<file path="src/verilog/link_train_pkg.sv">
// Constants for the link training, polarity and skip scheduling block.
// Assumes symbols are handled as decoded 8-bit characters plus a K flag.
`default_nettype none

package link_train_pkg;

	// Special and data characters (decoded form)
	localparam logic [7:0] SYM_COM   = 8'hBC;  // K28.5
	localparam logic [7:0] SYM_SKP   = 8'h3C;  // K28.1
	localparam logic [7:0] SYM_D10_2 = 8'h4A;
	localparam logic [7:0] SYM_D21_5 = 8'hB5;
	localparam logic [7:0] SYM_D5_2  = 8'h45;
	localparam logic [7:0] SYM_D0_0  = 8'h00;

	// Ordered set geometry
	localparam logic [4:0] TS_LAST    = 5'h0F;  // 16 symbols
	localparam logic [4:0] TSEQ_LAST  = 5'h1F;  // 32 symbols
	localparam logic [4:0] TS_COMS    = 5'h04;
	localparam logic [4:0] TS_CFG_POS = 5'h05;
	localparam int unsigned TSEQ_REPS_DEF = 65536;

	// Skip scheduling: one set per 354 symbols, at most four outstanding
	localparam logic [10:0] SKP_INTERVAL = 11'h162;  // 354
	localparam logic [10:0] SKP_DOUBLE   = 11'h2C4;  // 708
	localparam logic [10:0] Y_MAX        = 11'h6E9;  // 4*354+353

	// Link configuration symbol bits
	localparam int unsigned CFG_RESET    = 0;
	localparam int unsigned CFG_LOOPBACK = 2;
	localparam int unsigned CFG_NOSCR    = 3;
	localparam logic [7:0]  CFG_TX_MASK  = 8'h0C;  // bits 0,1,4-7 sent as 0

	// Register map (byte addresses)
	localparam logic [3:0] REG_CTRL   = 4'h0;
	localparam logic [3:0] REG_STATUS = 4'h4;
	localparam logic [31:0] CTRL_RST  = 32'h0000_0000;
	localparam int unsigned CTRL_EN    = 0;
	localparam int unsigned CTRL_TS2   = 1;
	localparam int unsigned CTRL_TSEQ  = 2;
	localparam int unsigned CTRL_DEFER = 3;
	localparam int unsigned CTRL_RXSEQ = 4;
	localparam int unsigned CTRL_CFG   = 8;

	// Elasticity buffer thresholds (16 entries, centre 8)
	localparam logic [4:0] EB_HI = 5'h0C;
	localparam logic [4:0] EB_LO = 5'h04;

	// Fixed data part of the equaliser training set, symbols 1..15
	function automatic logic [7:0] tseq_sym(input logic [4:0] idx);
		unique case (idx)
			5'h01: tseq_sym = 8'hFF;
			5'h02: tseq_sym = 8'h17;
			5'h03: tseq_sym = 8'hC0;
			5'h04: tseq_sym = 8'h14;
			5'h05: tseq_sym = 8'hB2;
			5'h06: tseq_sym = 8'hE7;
			5'h07: tseq_sym = 8'h02;
			5'h08: tseq_sym = 8'h82;
			5'h09: tseq_sym = 8'h72;
			5'h0A: tseq_sym = 8'h6E;
			5'h0B: tseq_sym = 8'h28;
			5'h0C: tseq_sym = 8'hA6;
			5'h0D: tseq_sym = 8'hBE;
			5'h0E: tseq_sym = 8'h6D;
			5'h0F: tseq_sym = 8'hBF;
			default: tseq_sym = SYM_D10_2;
		endcase
	endfunction : tseq_sym

endpackage : link_train_pkg

`default_nettype wire

</file>
<file path="src/verilog/link_train_phy.sv">
// Training set generation and recognition, polarity detection, transmit
// skip scheduling and receive elasticity buffer for one serial link port.
// Assumes an external 8b/10b codec, scrambler and training state machine.
`default_nettype none

// Notes on behaviour
// Training symbols go through the encoder and bypass the scrambler.
// Skip sets never interrupt a training set, only before or after.
// Training sets follow back to back, only skip sets between them.
// No skip sets during the equaliser training period.
// Equaliser set: COM, fifteen fixed bytes, sixteen D10.2 symbols.
// Equaliser set repeats back to back for 65536 repetitions.
// TS1/TS2: four COM, D0.0, config symbol, ten identifier symbols.
// Config bit 0 is reset, host only; bits 1 and 4-7 sent zero.
// Received config bit 2 puts the port into digital loopback.
// Received config bit 3 disables scrambling.
// Bits 0 and 2 never sent together; receiver ignores such symbol.
// D21.5 instead of D10.2 during equaliser training means invert.
// Without equaliser use, polarity is judged from TS1 identifiers.
// A skip set is exactly two consecutive K28.1 symbols.
// Skip sets average one per 354 symbols, never inside a packet.
// At most four skip sets may be held back.
// Receive buffer absorbs eight symbols by dropping or adding skips.
// Count of symbols since last skip clears on polling entry.
// After each set or unit insert count/354 skip sets, nowhere else.
// During training skip insertion may wait until two are due.
// The remainder of count/354 carries into the next schedule.
// Skip sets do not break a run of consecutive training sets.
// COM is K28.5, skip is K28.1, both sent as K symbols.
// Each inserted skip set takes 354 off the running count.
module link_train_phy
	import link_train_pkg::*;
#(
	parameter int unsigned TSEQ_REPS = TSEQ_REPS_DEF
) (
	input  wire logic        ref_clk,
	input  wire logic        sys_rst,
	// Wishbone slave
	input  wire logic        cyc,
	input  wire logic        stb,
	input  wire logic        we,
	input  wire logic [3:0]  adr,
	input  wire logic [3:0]  sel,
	input  wire logic [31:0] dat_w,
	output logic      [31:0] dat_r,
	output logic             ack,
	// Training state machine hooks
	input  wire logic        polling_entry,
	// Packet / logical idle symbol source
	input  wire logic [7:0]  pkt_sym,
	input  wire logic        pkt_k,
	input  wire logic        pkt_last,
	input  wire logic        pkt_valid,
	output logic             pkt_ready,
	// Transmit symbols towards scrambler and encoder
	output logic [7:0]       tx_sym,
	output logic             tx_k,
	output logic             tx_no_scramble,
	output logic             tx_valid,
	input  wire logic        tx_ready,
	// Receive decoded symbols with recovered clock
	input  wire logic        rx_clk,
	input  wire logic [7:0]  rx_sym,
	input  wire logic        rx_k,
	output logic             rx_invert,
	output logic             rx_loopback,
	output logic             rx_scr_disable,
	output logic             rx_reset_req,
	// Receive symbols after the elasticity buffer
	output logic [7:0]       rx_out_sym,
	output logic             rx_out_k,
	output logic             rx_out_valid,
	input  wire logic        rx_out_ready
);

	typedef enum logic [1:0] {TX_IDLE, TX_SET, TX_SKP, TX_PKT} tx_state_e;

	logic [31:0] ctrl_q;
	tx_state_e   state_q, state_d;
	logic [4:0]  idx_q, idx_d;
	logic [16:0] rep_q, rep_d;
	logic        tseq_done_q, tseq_done_d;
	logic        skp2_q, skp2_d;
	logic        ts2_q;
	logic [10:0] y_q;
	logic [7:0]  nx_sym;
	logic        nx_k, nx_byp, nx_val, nx_skp, take_pkt;
	logic        tx_adv, set_tseq, train_en;
	logic [4:0]  set_last;
	logic [7:0]  cfg_tx;
	logic        skp_due;

	assign train_en = ctrl_q[CTRL_EN];
	assign set_tseq = ctrl_q[CTRL_TSEQ] && !tseq_done_q;
	assign set_last = set_tseq ? TSEQ_LAST : TS_LAST;
	// Device never requests a reset, nor loopback together with it
	assign cfg_tx = ctrl_q[CTRL_CFG +: 8] & CFG_TX_MASK;
	// Deferral lets two sets go out together while training
	assign skp_due = (train_en && ctrl_q[CTRL_DEFER]) ?
		(y_q >= SKP_DOUBLE) : (y_q >= SKP_INTERVAL);
	assign tx_adv = tx_ready || !tx_valid;

	// Next symbol and sequencer state
	always_comb begin
		state_d = state_q;
		idx_d = idx_q;
		rep_d = rep_q;
		tseq_done_d = tseq_done_q;
		skp2_d = skp2_q;
		nx_sym = SYM_D0_0;
		nx_k = 1'b0;
		nx_byp = 1'b0;
		nx_val = 1'b0;
		nx_skp = 1'b0;
		take_pkt = 1'b0;
		unique case (state_q)
			TX_IDLE, TX_SET: begin
				if (state_q == TX_SET || train_en) begin
					nx_val = 1'b1;
					nx_byp = 1'b1;
					if (set_tseq) begin
						nx_k = (idx_q == 5'h00);
						nx_sym = nx_k ? SYM_COM : tseq_sym(idx_q);
					end else if (idx_q < TS_COMS) begin
						nx_k = 1'b1;
						nx_sym = SYM_COM;
					end else if (idx_q == TS_COMS) begin
						nx_sym = SYM_D0_0;
					end else if (idx_q == TS_CFG_POS) begin
						nx_sym = cfg_tx;
					end else begin
						// Kind is fixed at symbol 0 so no set mixes ids
						nx_sym = ts2_q ? SYM_D5_2 : SYM_D10_2;
					end
					state_d = TX_SET;
					idx_d = idx_q + 5'h01;
					if (idx_q == set_last) begin
						idx_d = 5'h00;
						if (set_tseq) begin
							// Equaliser sets run back to back, no skips
							rep_d = rep_q + 17'h00001;
							if (rep_q == 17'(TSEQ_REPS - 1)) begin
								tseq_done_d = 1'b1;
								rep_d = 17'h00000;
							end
						end else if (skp_due) begin
							state_d = TX_SKP;
						end else if (!train_en) begin
							state_d = TX_IDLE;
						end
					end
				end else if (pkt_valid) begin
					state_d = TX_PKT;
				end
			end
			TX_PKT: begin
				nx_val = pkt_valid;
				nx_sym = pkt_sym;
				nx_k = pkt_k;
				take_pkt = 1'b1;
				if (pkt_valid && pkt_last) begin
					// Skips only at the end of a unit, never inside
					state_d = skp_due ? TX_SKP : TX_IDLE;
				end
			end
			TX_SKP: begin
				nx_val = 1'b1;
				nx_k = 1'b1;
				nx_sym = SYM_SKP;
				nx_skp = 1'b1;
				skp2_d = !skp2_q;
				// Keep going while a whole further interval is owed
				if (skp2_q && y_q < SKP_DOUBLE) begin
					state_d = (train_en || set_tseq) ? TX_SET : TX_IDLE;
				end
			end
			default: state_d = TX_IDLE;
		endcase
	end

	assign pkt_ready = tx_adv && take_pkt;

	// Sequencer registers
	always_ff @(posedge ref_clk) begin
		if (sys_rst || !train_en && !ctrl_q[CTRL_TSEQ]) begin
			tseq_done_q <= 1'b0;
		end else if (tx_adv) begin
			tseq_done_q <= tseq_done_d;
		end
		if (sys_rst) begin
			state_q <= TX_IDLE;
			idx_q <= 5'h00;
			rep_q <= 17'h00000;
			skp2_q <= 1'b0;
			ts2_q <= 1'b0;
		end else if (tx_adv) begin
			if (idx_q == 5'h00) begin
				ts2_q <= ctrl_q[CTRL_TS2];
			end
			state_q <= state_d;
			idx_q <= idx_d;
			rep_q <= rep_d;
			skp2_q <= skp2_d;
		end
	end

	// Transmit output stage
	always_ff @(posedge ref_clk) begin
		if (sys_rst) begin
			tx_sym <= 8'h00;
			tx_k <= 1'b0;
			tx_no_scramble <= 1'b0;
			tx_valid <= 1'b0;
		end else if (tx_adv) begin
			tx_sym <= nx_sym;
			tx_k <= nx_k;
			tx_no_scramble <= nx_byp;
			tx_valid <= nx_val;
		end
	end

	// Symbols since the last skip; saturation caps the backlog at four
	always_ff @(posedge ref_clk) begin
		if (sys_rst || polling_entry) begin
			y_q <= 11'h000;
		end else if (tx_adv && nx_skp && skp2_q) begin
			y_q <= y_q - SKP_INTERVAL;
		end else if (tx_adv && nx_val && !nx_skp && !set_tseq
				&& y_q != Y_MAX) begin
			y_q <= y_q + 11'h001;
		end
	end

	// Receive clock and data pass three flops; an edge needs s2 == s3
	logic [2:0] rclk_s;
	logic       rclk_lvl_q, rx_edge;
	logic [8:0] rxd_s1, rxd_s2, rxd_s3;
	always_ff @(posedge ref_clk) begin
		if (sys_rst) begin
			rclk_s <= 3'h0;
			rclk_lvl_q <= 1'b0;
			rxd_s1 <= 9'h000;
			rxd_s2 <= 9'h000;
			rxd_s3 <= 9'h000;
		end else begin
			rclk_s <= {rclk_s[1:0], rx_clk};
			rxd_s1 <= {rx_k, rx_sym};
			rxd_s2 <= rxd_s1;
			rxd_s3 <= rxd_s2;
			if (rclk_s[1] == rclk_s[2]) begin
				rclk_lvl_q <= rclk_s[2];
			end
		end
	end
	assign rx_edge = (rclk_s[1] == rclk_s[2]) && rclk_s[2] && !rclk_lvl_q;

	// Ordered set recognition on each received symbol
	logic [4:0] pos_q;
	logic [7:0] cfg_rx_q;
	logic       id1_q, id2_q, idinv_q, last_ts2_q;
	logic [3:0] run_q;
	logic       rk, is_com, is_skp;
	logic [7:0] rs;
	assign rk = rxd_s3[8];
	assign rs = rxd_s3[7:0];
	assign is_com = rk && rs == SYM_COM;
	assign is_skp = rk && rs == SYM_SKP;
	always_ff @(posedge ref_clk) begin
		if (sys_rst) begin
			pos_q <= 5'h00;
			cfg_rx_q <= 8'h00;
			id1_q <= 1'b0;
			id2_q <= 1'b0;
			idinv_q <= 1'b0;
			last_ts2_q <= 1'b0;
			run_q <= 4'h0;
		end else if (rx_edge && !is_skp) begin
			if (is_com) begin
				pos_q <= (pos_q < TS_COMS) ? pos_q + 5'h01 : 5'h01;
				{id1_q, id2_q, idinv_q} <= 3'b111;
			end else if (pos_q >= TS_COMS && pos_q <= TS_LAST) begin
				pos_q <= (pos_q == TS_LAST) ? 5'h00 : pos_q + 5'h01;
				if (pos_q == TS_CFG_POS) begin
					cfg_rx_q <= rs;
				end else if (pos_q > TS_CFG_POS) begin
					id1_q <= id1_q && rs == SYM_D10_2;
					id2_q <= id2_q && rs == SYM_D5_2;
					idinv_q <= idinv_q && rs == SYM_D21_5;
				end
				if (pos_q == TS_LAST) begin
					if ((id1_q && rs == SYM_D10_2)
							|| (id2_q && rs == SYM_D5_2)) begin
						last_ts2_q <= id2_q;
						if (last_ts2_q != id2_q) begin
							run_q <= 4'h1;
						end else if (run_q != 4'hF) begin
							run_q <= run_q + 4'h1;
						end
					end else begin
						run_q <= 4'h0;
					end
				end
			end else begin
				pos_q <= 5'h00;
				run_q <= (pos_q == 5'h00) ? run_q : 4'h0;
			end
		end
	end

	// Training control bits from a complete set
	logic ts_done, cfg_ok;
	assign ts_done = rx_edge && !rk && pos_q == TS_LAST
		&& ((id1_q && rs == SYM_D10_2) || (id2_q && rs == SYM_D5_2));
	assign cfg_ok = !(cfg_rx_q[CFG_RESET] && cfg_rx_q[CFG_LOOPBACK]);
	always_ff @(posedge ref_clk) begin
		if (sys_rst || polling_entry) begin
			rx_loopback <= 1'b0;
			rx_scr_disable <= 1'b0;
			rx_reset_req <= 1'b0;
		end else if (ts_done && cfg_ok) begin
			rx_loopback <= cfg_rx_q[CFG_LOOPBACK];
			rx_scr_disable <= cfg_rx_q[CFG_NOSCR];
			rx_reset_req <= cfg_rx_q[CFG_RESET];
		end
	end

	// Polarity is set once per training attempt; inverted data then agrees
	always_ff @(posedge ref_clk) begin
		if (sys_rst || polling_entry) begin
			rx_invert <= 1'b0;
		end else if (rx_edge && !rk && rs == SYM_D21_5) begin
			if (ctrl_q[CTRL_RXSEQ]) begin
				rx_invert <= 1'b1;
			end else if (pos_q == TS_LAST && idinv_q) begin
				rx_invert <= 1'b1;
			end
		end
	end

	// Elasticity buffer: flops indexed by pointer, sixteen entries
	logic [8:0] eb_mem [16];
	logic [4:0] wr_q, rd_q, fill;
	logic       eb_pop, eb_drop, eb_dup, out_load;
	logic [8:0] head;
	assign fill = wr_q - rd_q;
	assign head = eb_mem[rd_q[3:0]];
	assign out_load = !rx_out_valid || rx_out_ready;
	// Skips are left alone during equaliser training
	assign eb_drop = fill > EB_HI && head == {1'b1, SYM_SKP}
		&& !ctrl_q[CTRL_RXSEQ];
	assign eb_dup = fill < EB_LO && head == {1'b1, SYM_SKP}
		&& !ctrl_q[CTRL_RXSEQ];
	assign eb_pop = fill != 5'h00 && (eb_drop || (out_load && !eb_dup));
	always_ff @(posedge ref_clk) begin
		if (sys_rst) begin
			wr_q <= 5'h00;
			rd_q <= 5'h00;
		end else begin
			if (rx_edge && fill != 5'h10) begin
				eb_mem[wr_q[3:0]] <= rxd_s3;
				wr_q <= wr_q + 5'h01;
			end
			if (eb_pop) begin
				rd_q <= rd_q + 5'h01;
			end
		end
	end

	// Registered buffer output; a duplicated skip is shown without popping
	always_ff @(posedge ref_clk) begin
		if (sys_rst) begin
			rx_out_valid <= 1'b0;
			rx_out_sym <= 8'h00;
			rx_out_k <= 1'b0;
		end else if (out_load) begin
			rx_out_valid <= fill != 5'h00 && !eb_drop;
			{rx_out_k, rx_out_sym} <= head;
		end
	end

	// Wishbone slave: one wait state, ack for one cycle
	always_ff @(posedge ref_clk) begin
		if (sys_rst) begin
			ack <= 1'b0;
			dat_r <= 32'h0000_0000;
			ctrl_q <= CTRL_RST;
		end else begin
			ack <= cyc && stb && !ack;
			if (cyc && stb && !ack && we && adr == REG_CTRL) begin
				for (int i = 0; i < 4; i++) begin
					if (sel[i]) begin
						ctrl_q[i*8 +: 8] <= dat_w[i*8 +: 8];
					end
				end
			end
			unique case (adr)
				REG_CTRL:   dat_r <= ctrl_q;
				REG_STATUS: dat_r <= {18'h00000, fill, run_q,
					tseq_done_q, rx_reset_req, rx_scr_disable,
					rx_loopback, rx_invert};
				default:    dat_r <= 32'h0000_0000;
			endcase
		end
	end
endmodule : link_train_phy

`default_nettype wire

</file>
<file path="config.mk">
export PLATFORM = sky130hd
export DESIGN_NAME = link_train_phy
export DESIGN_NICKNAME = d
export VERILOG_FILES = /design/src/verilog/link_train_pkg.sv /design/src/verilog/link_train_phy.sv
export SDC_FILE = /design/constraint.sdc
export NUM_CORES = 1
export LEC_CHECK = 0
export ABC_AREA = 1
export BUFFER_PORTS_ARGS = -buffer_cell sky130_fd_sc_hd__clkbuf_2
export CAP_MARGIN = 20
export CORE_ASPECT_RATIO = 1.25
export CORE_MARGIN = 3
export CORE_UTILIZATION = 40
export CTS_CLUSTER_DIAMETER = 40
export DETAILED_ROUTE_END_ITERATION = 12
export HOLD_SLACK_MARGIN = 0.12
export PLACE_DENSITY_LB_ADDON = 0.08
export SLEW_MARGIN = 20
export SYNTH_ARGS = -nofsm -noshare
export SYNTH_HDL_FRONTEND = slang
export SYNTH_SLANG_ARGS = --single-unit
</file>
<file path="constraint.sdc">
create_clock -name ref_clk -period 5.45 [get_ports ref_clk]
set_input_delay 0.2725 -clock ref_clk [delete_from_list [all_inputs] [get_ports ref_clk]]
set_output_delay 0.2725 -clock ref_clk [all_outputs]
set_load 0.03 [all_outputs]
</file>
==> PnR_summary.wiki <==
{| class="wikitable"
! Metric !! Value
|-
| Quantity of gates resized following cts || 0
|-
| Total via count after detailed routing || 11743
|-
| DRC violations left || 0
|-
| Diodes inserted || 0
|-
| Detailed router's first-iteration violation count || 610
|-
| Detailed-route wire length || 39300 µm
|-
| Number of levels in the clock H-tree || 2
|-
| Final weighted congestion in routability-driven placement || between 0.8 and 0.9
|-
| Dpl cells || between 2000 and 2500
|-
| Nature of the critical path endpoint || flop
|-
| Sequential group share of total power || about 41%
|-
| CP cell instances || inv_1 -> ha_1 -> fa_1 -> xnor2_1 -> inv_1 -> nand2_1 -> nor2_1 -> nand2_1 -> nand2_1 -> nor2_1 -> nand2_1 -> nor2_1
|-
| Final Instance Count excl. Fillers || about 2400
|-
| Rows || 77
|-
| Post-synthesis sequential area ratio || a little under three fifths
|-
| Worst hold-check path type || in -> reg
|-
| Number of top-level pins || about 130
|-
| Required time at the endpoint of the critical path || 5620 ps
|-
| IO buf count || 127
|-
| Cell at the root of the clock tree || sky130_fd_sc_hd__clkbuf_16
|-
| Antenna violations before repair || 0
|-
| Router iterations before antenna repair || 6
|-
| Clock tree from TritonCTS || yes
|-
| Net switching share of the total power || 29.9%
|-
| Total count of hold-check failures in the final report || 0
|-
| Tot Pwr || 0.00694 W
|-
| Critical path startpoint || wr_q[0]
|-
| Final Cycle Share || a little over three fifths
|-
| Post-synthesis to final-layout area growth || 21.4%
|-
| Reg2Reg Launch Point || wr_q[0]
|-
| Final count of pins violating max slew || 0
|-
| Count of endpoints failing setup in the final report || 0
|-
| Slew @ Worst Pin || 989 ps
|-
| Placeable core area || 0.0356 mm²
|-
| Library cell appearing most often on the critical path || sky130_fd_sc_hd__nand2_1
|-
| Post-placement worst setup slack || 1890 ps
|-
| Layout fillers || 3486
|-
| Global-route total usage across every layer || between 20 and 25%
|-
| Critical path arrival || ~3600 ps
|-
| Total number of nets in the final design || approximately 2000
|-
| Design internal power || 0.00486 W
|-
| Capture instance of the worst register-to-register path || eb_mem[13][6]
|-
| Number of distinct library cells after synthesis || 50
|-
| Post-detailed-route via-to-cell ratio || between 4 and 5
|-
| Post-synthesis instance total || 1661
|-
| Global-route wire length before repair || 62400 µm
|-
| Critical path peak fanout || 9
|-
| Synth Area in Adders || 2.88%
|-
| Share of cell area taken by muxes after synthesis || 0%
|-
| Kind of critical path || reg -> reg
|-
| Compound-cell area share of the yosys netlist || a little over a tenth
|-
| Clock network fraction of design power || a little over two fifths
|-
| Largest clock skew in the final design || 11.9 ps
|-
| Post-detailed-route count of antenna-violating nets || 0
|-
| CP peak stage delay || 700 ps
|-
| Number of global-route vias before repair || 11776
|-
| Peak Freq || 290 MHz
|-
| Initial core utilization || 40.9%
|-
| Master of the slowest instance on the critical path || sky130_fd_sc_hd__nor2_1
|-
| Post-cts hold buffer count || 54
|-
| Number of synthesized register bits || 341
|-
| Pwr Density || 392 mW/mm²
|-
| Synthesized area || around 0.015 mm²
|-
| Max transition margin || 34.1%
|-
| Synthesized Nets || roughly 1800
|-
| Number of enable-type register cells in the synthesized netlist || 144
|-
| Proportion of layout cells with a drive suffix above 1 || 13.1%
|-
| Combinational family with the most area after synthesis || simple AND/OR/NAND/NOR gates
|-
| Hold-critical path depth || 5
|-
| Post-CTS setup buffer count || 0
|-
| Leakage component of the power || ~7.3 nW
|-
| Maximum vdd ir drop || 0.282 mV
|-
| Die footprint || just under 0.04 mm²
|-
| Worst-case setup margin in the final layout || 2000 ps
|-
| Clock Pin Slew Worst Setup and Hold Paths || 60 ps
|-
| Result of the run || complete, no violations
|-
| Horizontal extent of the die || 177 µm
|-
| Shortest period the worst path allows || 3450 ps
|-
| Number of violations of the max-capacitance limit || 0
|-
| Synth Area per Inst || 8.77 µm²
|-
| Clock sink total || 341
|-
| Post-synthesis simple-gate area fraction || a little over a fifth
|-
| Depth of the most critical reg-to-reg path || 12
|-
| Yosys warns || 0
|-
| Clock latency of the later-clocked register in the worst-skew pair || around 540 ps
|-
| Setup repair after global routing missed its margin || no
|-
| Post-Synth XOR/XNOR Area || 0.901%
|-
| Endpoint of the worst hold path || tx_valid
|-
| Hold path start || pkt_valid
|-
| Die Height || 219 µm
|-
| Post-Route Setup TNS || 0 ps
|-
| Portion of total power attributed to combinational logic || 17.0%
|-
| HPWL after DPL || 26700 µm
|-
| Share of synthesized flip-flops with an asynchronous set or reset || 0%
|-
| Routed wire per std cell || around 17 µm
|-
| Element type at the critical path start || flop
|-
| Remaining global-route overflow || 0
|-
| Top flip-flop cell by instance count after synthesis || sky130_fd_sc_hd__dfxtp_1
|-
| Maximum buffer depth of the clock tree || 3
|-
| Clock buffers created by TritonCTS || 43
|-
| Switching power of the nets || roughly 0.0021 W
|-
| Pin count of the biggest net entering global routing || 79
|-
| R2r setup slk || ~2000 ps
|}
==> per-layer routing <==
layer / wire, µm / track usage, % / up-vias / share of wire [%]
met1: 16000 / 24.0 / 5535 / 41
met5: 0 / 0 / - / 0
li1: - / - / 5889 / -
met4: 1370 / 7.60 / 0 / 3.5
met3: 1430 / 3.03 / 88 / 3.6
met2: 20500 / 37.3 / 231 / 52
==> cell type report <==
class / instances / area, µm² / share of cell area, %
multi-input cells: 1042 / 5200 / 29.4
well taps: 474 / 593 / 3.35
repair buffers: 195 / 1300 / 7.36
inverters: 223 / 840 / 4.75
clock buffers: 49 / 1150 / 6.51
clock inverters: 30 / 339 / 1.92
flip-flops and latches: 341 / 8270 / 46.7
==> placed cells by master, fill, tap and decap left out, drive strengths merged, types with 3 or more instances in the layout <==
master | Yosys | final
nor3b | 3 | 3
nand3 | 122 | 122
and3 | 5 | 5
buf | 22 | 15
o31ai | 7 | 7
a21oi | 70 | 70
a31oi | 15 | 15
clkbuf | 33 | 175
xor2 | 9 | 9
edfxtp | 144 | 144
clkinvlp | 0 | 4
o32ai | 3 | 3
xnor2 | 6 | 6
nand2 | 305 | 305
clkinv | 8 | 21
nor4 | 4 | 4
nor3 | 58 | 58
dlygate4sd3 | 0 | 54
dfxtp | 197 | 197
ha | 32 | 32
o21bai | 7 | 7
o21ai | 140 | 140
nand4 | 14 | 14
o211ai | 16 | 16
bufinv | 0 | 4
inv | 215 | 224
nor2 | 207 | 207
a211oi | 7 | 7
==> stage by stage <==
stage | utilization [%] | cell area (µm²) | hold WS (ps)
after floorplan | - | 14600 | 379
after global placement | 43.8 | 15600 | 391
after detailed placement | 43.8 | 15600 | 396
after CTS | 49.5 | 17600 | 125
after global routing | 49.6 | 17700 | 180
final | 49.6 | 17700 | 146
==> synthesized netlist by cell type (all sizes together) (2+ instances only) <==
library cell,count,area (µm²)
nor4,4,25.0
nand4,14,93.8
xnor2,6,52.6
and3,5,31.3
o21bai,7,52.6
nand3b,2,15.0
nor3,58,312
inv,215,810
o21ai,140,712
dfxtp,197,3940
clkbuf,33,124
a31oi,15,93.8
a32oi,2,17.5
edfxtp,144,4320
o31ai,7,52.6
a21oi,70,350
ha,32,400
nand3,122,611
xor2,9,78.8
o211ai,16,120
nor3b,3,22.5
a211oi,7,52.6
nand2,305,1170
o32ai,3,26.3
buf,22,163
nor2,207,811
clkinv,8,30.0
==> state kept, by name (all words and copies together), names as in the netlist, 2 cells and up, named ones only <==
register and count:
eb_mem 144, ctrl_q 32, dat_r 32, rep_q 17, y_q 11, rxd_s1 9, rxd_s2 9, rxd_s3 9
rx_out_sym 8, tx_sym 8, idx_q 5, pos_q 5, rd_q 5, wr_q 5, run_q 4, cfg_rx_q 3
rclk_s 3, state_q 2
==> cells by family (layout without fill, tap and decap cells) <==
family | Yosys count | in the layout
and+or+nand+nor | 720 | 720
DFF | 341 | 341
buffers and inverters | 278 | 497
AOI/OAI and AO/OA | 274 | 274
adders and majority gates | 33 | 33
xor gates and xnor gates | 15 | 15
==> worst max-delay path by stage <==
| stage | cells after the start | end | slack [ps] |
|---|---|---|---|
| 2_1_floorplan | 12 | eb_mem[3][0] | 2510 |
| 3_3_place_gp | 12 | eb_mem[7][7] | 2040 |
| 3_5_place_dp | 12 | eb_mem[7][0] | 1890 |
| 4_1_cts | 12 | eb_mem[7][8] | 1880 |
| 5_1_grt | 12 | eb_mem[6][8] | 1710 |
| 6_report | 12 | eb_mem[13][6] | 2000 |
==> power groups by stage <==
| stage | Clock, W | Combinational [W] | Sequential, W |
|---|---|---|---|
| floorplan | 0 | 0.000728 | 0.00296 |
| global placement | 0 | 0.00114 | 0.00289 |
| detailed placement | 0 | 0.00115 | 0.00289 |
| CTS | 0.00299 | 0.00118 | 0.00284 |
| global route | 0.00309 | 0.00132 | 0.00285 |
| finish | 0.00292 | 0.00118 | 0.00284 |
==> critical path, delay by kind of cell, from the launching register on <==
family                   cells  cell delay, ps
AND/OR/NAND/NOR              7            1600
flip-flops                   1             380
buffers and inverters        2             180
adder cells (fa/ha/maj)      2             640
XOR/XNOR                     1             250
Power figures use the tool's default switching activity.
